File: src/hw/vec_prio_pkg.sv
package vec_prio_pkg;

  localparam int NSRC = 28;
  localparam int NPULSE = 24;

  typedef logic [1:0] level_t;
  typedef logic [4:0] src_idx_t;

  // Entry numbers in descending fixed order
  localparam src_idx_t SRC_RESET = 5'd0;
  localparam src_idx_t SRC_WDOG = 5'd1;
  localparam src_idx_t SRC_POSC_FAIL = 5'd2;
  localparam src_idx_t SRC_WOSC_FAIL = 5'd3;
  localparam src_idx_t SRC_ILLEGAL = 5'd4;
  localparam src_idx_t SRC_TIMER2 = 5'd5;
  localparam src_idx_t SRC_ADC = 5'd12;
  localparam src_idx_t SRC_PA7 = 5'd13;
  localparam src_idx_t SRC_PA6 = 5'd14;
  localparam src_idx_t SRC_PA5 = 5'd15;
  localparam src_idx_t SRC_PA4 = 5'd16;
  localparam src_idx_t SRC_PA0 = 5'd20;
  localparam src_idx_t SRC_PC3 = 5'd24;
  localparam src_idx_t SRC_PC0 = 5'd27;
  localparam int LAST_TRAP = 4;

  localparam level_t LVL_OFF = 2'h0;
  localparam level_t LVL_TOP = 2'h3;

  // Vector slot for each entry, same order as above
  localparam logic [15:0] VEC_SLOT [NSRC] = '{
    16'h0002, 16'h0004, 16'h003a, 16'h003c, 16'h0006,
    16'h0008, 16'h000a, 16'h000c, 16'h000e, 16'h0010,
    16'h0012, 16'h0014, 16'h0016, 16'h0018, 16'h001a,
    16'h001c, 16'h001e, 16'h0020, 16'h0022, 16'h0024,
    16'h0026, 16'h002a, 16'h002c, 16'h002e, 16'h0030,
    16'h0032, 16'h0034, 16'h0036};
  localparam logic [15:0] VEC_RSVD_A = 16'h0028;
  localparam logic [15:0] VEC_RSVD_B = 16'h0038;

  localparam logic [NSRC-1:0] PENDING_RST = '0;
  localparam logic [15:0] ADDR_RST = 16'h0000;
  localparam logic [7:0] BYTE_RST = 8'h00;

  typedef struct packed {
    logic [15:0] isr_addr;
    src_idx_t src;
  } vec_answer_t;

endpackage : vec_prio_pkg

File: src/hw/trap_interrupt_vector_prioritizer.sv
// Behaviour
// [RULE1] Vector high byte even, low byte odd
// [RULE2] Reset vectors 0002h, ranks first
// [RULE3] Watchdog vectors 0004h, second rank
// [RULE4] Oscillator fail traps 003Ah, 003Ch next
// [RULE5] Illegal instruction 0006h above peripherals
// [RULE6] Timers, UART0, I2C, SPI, ADC order
// [RULE7] Port A7 and low voltage share 0018h
// [RULE8] A6/comparator0 001Ah, A5/comparator1 001Ch
// [RULE9] Port A4..A1 share with D4..D1
// [RULE10] Port A0 alone at 0026h
// [RULE11] Port C3..C0 both edges, C0 last
// [RULE12] Fixed order only breaks level ties
// [RULE13] Absent sources never asserted
// [RULE14] Three levels, three highest
// [RULE15] Higher level always wins
// [RULE16] Traps and watchdog always level three; watchdog is forced off while watchdog_counter_int_en is low
// [RULE17] Sources pulse for one clock
// [RULE18] No reserved slot, single winner answered
`timescale 1ns/1ps
`default_nettype none
module trap_interrupt_vector_prioritizer
  import vec_prio_pkg::*;
#(
  parameter bit HAS_ADC = 1'b1,
  parameter logic [NSRC-1:0] PRESENT = '1
) (
  input wire logic sys_clk,
  input wire logic rst,
  input wire logic [NPULSE-1:0] src_pulse,
  input wire logic low_voltage_detect_event,
  input wire logic cmp0_pulse,
  input wire logic cmp1_pulse,
  input wire logic [3:0] port_d_pulse,
  input wire logic [3:0] port_c_pin,
  input wire logic watchdog_counter_int_en,
  input wire level_t [NSRC-1:0] src_level,
  input wire logic vec_req,
  input wire logic [7:0] pm_data,
  output logic pm_rd,
  output logic [15:0] pm_addr,
  output logic irq_out,
  output logic vec_valid,
  output vec_answer_t answer
);

  typedef enum logic [1:0] {ST_IDLE, ST_HI, ST_LO, ST_DONE} fetch_st_t;

  // Port C edge detection, three stages for the pin crossing
  logic [3:0] pc_s1;
  logic [3:0] pc_s2;
  logic [3:0] pc_s3;
  logic [3:0] pc_stable;
  logic [3:0] next_pc_stable;
  logic [3:0] pc_edge;

  // [RULE11] Dual edge detect
  always_comb begin
    next_pc_stable = pc_stable;
    pc_edge = 4'h0;
    for (int b = 0; b < 4; b++) begin
      if (pc_s2[b] == pc_s3[b] && pc_s3[b] != pc_stable[b]) begin
        pc_edge[b] = 1'b1;
        next_pc_stable[b] = pc_s3[b];
      end
    end
  end

  always_ff @(posedge sys_clk) begin
    if (rst) begin
      pc_s1 <= 4'h0;
      pc_s2 <= 4'h0;
      pc_s3 <= 4'h0;
      pc_stable <= 4'h0;
    end else begin
      pc_s1 <= port_c_pin;
      pc_s2 <= pc_s1;
      pc_s3 <= pc_s2;
      pc_stable <= next_pc_stable;
    end
  end

  // Gather raw requests into the entry list
  logic [NSRC-1:0] raw_set;
  logic [NSRC-1:0] allowed;
  logic [NSRC-1:0] set;

  always_comb begin
    raw_set = '0;
    raw_set[NPULSE-1:0] = src_pulse;
    // [RULE7] Shared 0018h request
    raw_set[SRC_PA7] = src_pulse[SRC_PA7] | low_voltage_detect_event;
    // [RULE8] Comparator sharing
    raw_set[SRC_PA6] = src_pulse[SRC_PA6] | cmp0_pulse;
    raw_set[SRC_PA5] = src_pulse[SRC_PA5] | cmp1_pulse;
    // [RULE9] Port D merged with A
    for (int k = 0; k < 4; k++) begin
      raw_set[int'(SRC_PA4) + k] = src_pulse[int'(SRC_PA4) + k]
                                   | port_d_pulse[3 - k];
    end
    // [RULE11] C3 first, C0 last
    for (int k = 0; k < 4; k++) begin
      raw_set[int'(SRC_PC3) + k] = pc_edge[3 - k];
    end
    // [RULE13] Drop absent sources
    allowed = PRESENT;
    if (!HAS_ADC) begin
      allowed[SRC_ADC] = 1'b0;
    end
    // [RULE17] A one-cycle pulse sets pending once
    set = raw_set & allowed;
  end

  // Effective levels
  level_t [NSRC-1:0] eff_lvl;
  logic [NSRC-1:0] pending;
  logic [NSRC-1:0] eligible;

  always_comb begin
    for (int i = 0; i < NSRC; i++) begin
      eff_lvl[i] = src_level[i];
      // [RULE16] Traps pinned to top
      if (i <= LAST_TRAP) begin
        eff_lvl[i] = LVL_TOP;
      end
    end
    if (!watchdog_counter_int_en) begin
      eff_lvl[SRC_WDOG] = LVL_OFF;
    end
    for (int i = 0; i < NSRC; i++) begin
      eligible[i] = pending[i] && (eff_lvl[i] != LVL_OFF);
    end
  end

  // Resolution: strict compare keeps the earlier entry on a tie
  src_idx_t win_idx;
  level_t win_lvl;
  logic win_valid;
  logic [15:0] win_slot;
  logic [NSRC-1:0] lvl_ge_win;

  // [RULE12] Order is tie-break only
  // [RULE14] Levels 1 to 3
  // [RULE15] Higher level wins
  always_comb begin
    win_idx = SRC_RESET;
    win_lvl = LVL_OFF;
    win_valid = 1'b0;
    for (int i = 0; i < NSRC; i++) begin
      if (eligible[i] && eff_lvl[i] > win_lvl) begin
        win_idx = src_idx_t'(i);
        win_lvl = eff_lvl[i];
        win_valid = 1'b1;
      end
    end
    for (int i = 0; i < NSRC; i++) begin
      lvl_ge_win[i] = (eff_lvl[i] >= win_lvl);
    end
    // [RULE18] Table holds no reserved slot
    win_slot = VEC_SLOT[win_idx];
  end

  // Fetch sequencer
  fetch_st_t state;
  fetch_st_t next_state;
  logic [15:0] slot;
  logic [15:0] next_slot;
  logic [7:0] hi_byte;
  logic [7:0] next_hi_byte;
  logic [NSRC-1:0] next_pending;
  logic next_pm_rd;
  logic [15:0] next_pm_addr;
  logic next_irq_out;
  logic next_vec_valid;
  vec_answer_t next_answer;
  logic take;

  always_comb begin
    next_state = state;
    next_slot = slot;
    next_hi_byte = hi_byte;
    next_pm_rd = pm_rd;
    next_pm_addr = pm_addr;
    next_vec_valid = 1'b0;
    next_answer = answer;
    take = 1'b0;
    next_pending = pending;
    case (state)
      ST_IDLE: begin
        // Requests with nothing eligible are dropped
        if (vec_req && win_valid) begin
          take = 1'b1;
          next_slot = win_slot;
          next_answer.src = win_idx;
          next_pm_rd = 1'b1;
          // [RULE1] Even address first
          next_pm_addr = win_slot;
          next_state = ST_HI;
        end
      end
      ST_HI: begin
        next_pm_addr = slot | 16'h0001;
        next_state = ST_LO;
      end
      ST_LO: begin
        // [RULE1] High byte from even
        next_hi_byte = pm_data;
        next_pm_rd = 1'b0;
        next_state = ST_DONE;
      end
      ST_DONE: begin
        // [RULE1] Assemble high then low
        next_answer.isr_addr = {hi_byte, pm_data};
        next_vec_valid = 1'b1;
        next_state = ST_IDLE;
      end
      default: begin
        next_state = ST_IDLE;
      end
    endcase
    // Set applied after clear so a same-cycle event survives
    if (take) begin
      next_pending[win_idx] = 1'b0;
    end
    next_pending = next_pending | set;
    next_irq_out = |(next_pending & eligible_mask(eff_lvl));
  end

  function automatic logic [NSRC-1:0] eligible_mask(level_t [NSRC-1:0] l);
    logic [NSRC-1:0] m;
    m = '0;
    for (int i = 0; i < NSRC; i++) begin
      m[i] = (l[i] != LVL_OFF);
    end
    return m;
  endfunction : eligible_mask

  always_ff @(posedge sys_clk) begin
    if (rst) begin
      state <= ST_IDLE;
      slot <= ADDR_RST;
      hi_byte <= BYTE_RST;
      pending <= PENDING_RST;
      pm_rd <= 1'b0;
      pm_addr <= ADDR_RST;
      irq_out <= 1'b0;
      vec_valid <= 1'b0;
      answer <= '0;
    end else begin
      state <= next_state;
      slot <= next_slot;
      hi_byte <= next_hi_byte;
      pending <= next_pending;
      pm_rd <= next_pm_rd;
      pm_addr <= next_pm_addr;
      irq_out <= next_irq_out;
      vec_valid <= next_vec_valid;
      answer <= next_answer;
    end
  end

  function automatic logic [NSRC-1:0] eligible_top();
    logic [NSRC-1:0] m;
    m = '0;
    for (int i = 0; i < NSRC; i++) begin
      m[i] = (eff_lvl[i] == LVL_TOP);
    end
    return m;
  endfunction : eligible_top
endmodule : trap_interrupt_vector_prioritizer
`default_nettype wire

File: config.mk
export PLATFORM = sky130hd
export DESIGN_NAME = trap_interrupt_vector_prioritizer
export DESIGN_NICKNAME = d
export VERILOG_FILES = /design/src/hw/vec_prio_pkg.sv /design/src/hw/trap_interrupt_vector_prioritizer.sv
export SDC_FILE = /design/constraint.sdc
export NUM_CORES = 1
export LEC_CHECK = 0
export ABC_AREA = 1
export BUFFER_PORTS_ARGS = -buffer_cell sky130_fd_sc_hd__clkbuf_2
export CAP_MARGIN = 30
export CORE_ASPECT_RATIO = 1.4
export CORE_UTILIZATION = 32
export CTS_BUF_LIST = sky130_fd_sc_hd__clkbuf_4 sky130_fd_sc_hd__clkbuf_8
export CTS_CLUSTER_SIZE = 40
export DETAILED_ROUTE_END_ITERATION = 8
export SETUP_SLACK_MARGIN = 0.1
export SLEW_MARGIN = 15
export SYNTH_ARGS = -nofsm -noshare
export SYNTH_HDL_FRONTEND = slang
export SYNTH_SLANG_ARGS = --single-unit
File: constraint.sdc
create_clock -name sys_clk -period 55.1 [get_ports sys_clk]
set_clock_uncertainty 0.2 [all_clocks]
set_input_delay 11.02 -clock sys_clk [delete_from_list [all_inputs] [get_ports sys_clk]]
set_output_delay 11.02 -clock sys_clk [all_outputs]
set_load 0.005 [all_outputs]
==> flow_metrics.env <==
export IMPL_outcome="completed"
export IMPL_synthCells=979
export IMPL_vias=6374
export IMPL_end_kind="register"
export IMPL_cts_max_level=3
export IMPL_synth_cell_type_count=53
export IMPL_cts_made_buffers=9
export IMPL_cts_hold_buf=0
export IMPL_fin_crit_ns=35.64
export IMPL_hp_class="reg2reg"
export IMPL_path_clk_slew_ns=0.09
export IMPL_path_class="in2reg"
export IMPL_hold_viol_final=0
export IMPL_power_density_nw_per_um2=38.6
export IMPL_async_flop_share_pct=0
export IMPL_die_h_um=168
export IMPL_ant_nets=0
export IMPL_drc=0
export IMPL_postSynthAreaPerCell_sq_um=6.44
export IMPL_drv_cap=0
export IMPL_yosysTopAreaCellShare_pct=28.3
export IMPL_synth_flop_cell="dfxtp_1"
export IMPL_tritoncts="done"
export IMPL_critPathLaunchType="primary input"
export IMPL_place_gp_congestion=0.867
export IMPL_diodes=0
export IMPL_synth_enable_flop_cells=0
export IMPL_drt_initial_drc_count=328
export IMPL_io_pins=143
export IMPL_die_x_um=121
export IMPL_critPathSlowestCell="o2111ai_1"
export IMPL_ctsRootBufferMaster="clkbuf_8"
export IMPL_grt_usage_pct=16.9
export IMPL_fin_crit_sh_pct=64.7
export IMPL_crit_fanout=15
export IMPL_drive_gt1_share_pct=20.6
export IMPL_relSlewSlack_pct=57.3
export IMPL_num_rows=60
export IMPL_arrival_ns=35.66
export IMPL_instances_no_fill=1344
export IMPL_fmax_mhz=28.1
export IMPL_worst_pin_slew_ns=0.639
export IMPL_seqCellArea_sq_um=1780
export IMPL_nFillCells=2102
export IMPL_netlist_area_sq_um=6300
export IMPL_postCtsSetupBuffers=0
export IMPL_yosysWarnings=0
export IMPL_yosys_area_top_type="dfxtp_1"
export IMPL_dieArea_sq_um=20300
export IMPL_placed_area_sq_um=7080
export IMPL_ir_worst_vdd_mv=0.0169
export IMPL_area_growth_pct=16.4
export IMPL_synthTopCellsByArea="dfxtp_1 (28%), nand2_1 (13%), inv_1 (8.8%)"
export IMPL_nNetsFinal=1232
export IMPL_coreArea_sq_um=19300
export IMPL_dr_pass1_iters=7
export IMPL_grt_pass1_wl_um=27400
export IMPL_grt_max_degree=53
export IMPL_worstSkewPairLatency_ns=0.36
export IMPL_cts_resized=0
export IMPL_antenna_found_initial=0
export IMPL_slew_viol_final=0
export IMPL_rsz0062_at_grt="no"
export IMPL_grt_pass1_vias=5884
export IMPL_required_ns=55.12
export IMPL_final_setup_viol_count=0
export IMPL_synth_seq_cells=89
export IMPL_viasPerCell=4.74
export IMPL_multi_input_area_sq_um=3790
export IMPL_clock_sinks=89
export IMPL_ys_seq_area_share_pct=28.3
export IMPL_power_leakage_nw=3.88
export IMPL_globalRouteOverflowTotal=0
export IMPL_slowest_delay_ns=0.54
export IMPL_portBuffers=122
export IMPL_final_area_sq_um=7340
export IMPL_initial_core_util_pct=32.7
export IMPL_cp_common_cell="nand2_1"
export IMPL_post_drt_wl_per_cell_um=12.6
export IMPL_hpwl_um=13700
export IMPL_place_inst=1328
export IMPL_clk_path_buf_depth=2
export IMPL_total_power_mw=0.284
export IMPL_tns_ns=0
export IMPL_routed_wl_um=16900
==> where the power goes <==
part           leakage [nW]  switching, mW  internal [mW]
clock network         0.112         0.0234         0.0279
registers             0.734        0.00596         0.0759
logic                  3.03         0.0972         0.0532
==> cell usage after synthesis (2+ instances only) <==
master,n
o211ai_1,4
nand4_2,3
inv_1,147
clkbuf_1,14
nor2_2,5
o21ai_2,9
or2_2,13
o22ai_1,3
o31ai_1,2
inv_2,7
buf_2,4
nand3_1,38
buf_6,3
o2111ai_1,4
a31oi_1,2
dfxtp_1,89
o21ai_1,22
and2_1,4
nand4_1,16
ha_1,37
nor2_4,3
o21ai_0,60
nand3_4,3
nor2_1,115
o21bai_1,2
nor3_1,12
nand3_2,9
a21oi_1,67
o211ai_2,2
nand2_2,21
a21oi_2,6
buf_4,10
nand2_1,223
==> cells by family (layout without fill, tap and decap cells) <==
family	after synthesis	in the layout	share of synthesized area, %
AOI/OAI and AO/OA	193	193	17.7
DFF	89	89	28.3
adders and majority gates	37	37	7.35
and+or+nand+nor	472	472	34.4
other	1	10	0.0595
buffers and inverters	187	295	12.2
==> stage by stage <==
step,hold WS (ns),util (%),setup WS [ns]
after CTS,0.210,37.9,19.32
after floorplan,0.188,-,22.16
after detailed placement,0.199,36.7,19.03
after global routing,0.227,38.0,17.05
final,0.208,38.0,19.46
after global placement,0.198,36.7,19.45
==> metal layers <==
layer	track usage [%]	part of all wire (%)
met2	30.7	51
met1	19.0	40
met3	3.01	5.0
met5	0	0
met4	7.30	3.2
==> critical path: cells and delay by family <==
| kind | cells | cell delay (ns) |
|---|---|---|
| compound gates | 38 | 6.22 |
| buf+inv | 10 | 0.84 |
| simple gates | 80 | 11.41 |
| fa+ha+maj | 23 | 6.15 |
==> layout by cell type (no fill, tap or decap), drive strengths merged, types with 2 or more instances in the layout <==
cell / count
nor2: 123
bufinv: 2
or2: 14
inv: 154
clkinv: 3
conb: 10
nor3: 13
o21ai: 91
clkbuf: 133
and3: 2
o2111ai: 4
nand4: 20
nand2: 244
o211ai: 6
a21oi: 73
dfxtp: 89
ha: 37
o22ai: 3
o21bai: 3
a31oi: 2
o31ai: 2
nand3: 50
buf: 2
and2: 4
==> final timing paths <==
| kind | cells after the start | end | from | slack, ns |
|---|---|---|---|---|
| hold reg to reg | 2 | pc_s2[0] | pc_s1[0] | 0.21 |
| setup / recovery | 151 | irq_out | watchdog_counter_int_en | 19.46 |
| setup reg to reg | 150 | irq_out | pending[1] | 29.90 |
| hold / removal | 2 | pc_s2[0] | pc_s1[0] | 0.21 |
==> cell type report <==
| class | instances | share of cell area [%] |
|---|---|---|
| multi-input cells | 712 | 51.6 |
| clock buffers | 11 | 2.06 |
| repair buffers | 124 | 8.80 |
| inverters | 156 | 8.00 |
| clock inverters | 4 | 1.04 |
| flip-flops and latches | 89 | 24.3 |
| well taps | 248 | 4.23 |
==> sequential cells by signal, indices dropped and copies added, names as in the netlist <==
signal / flops
vec_valid: 1
irq_out: 1
pc_s1: 4
pc_stable: 4
hi_byte: 8
pm_rd: 1
slot: 5
pm_addr: 6
state: 2
pending: 28
pc_s3: 4
answer: 21
pc_s2: 4
Note: power is estimated with default switching activity, not from simulation.
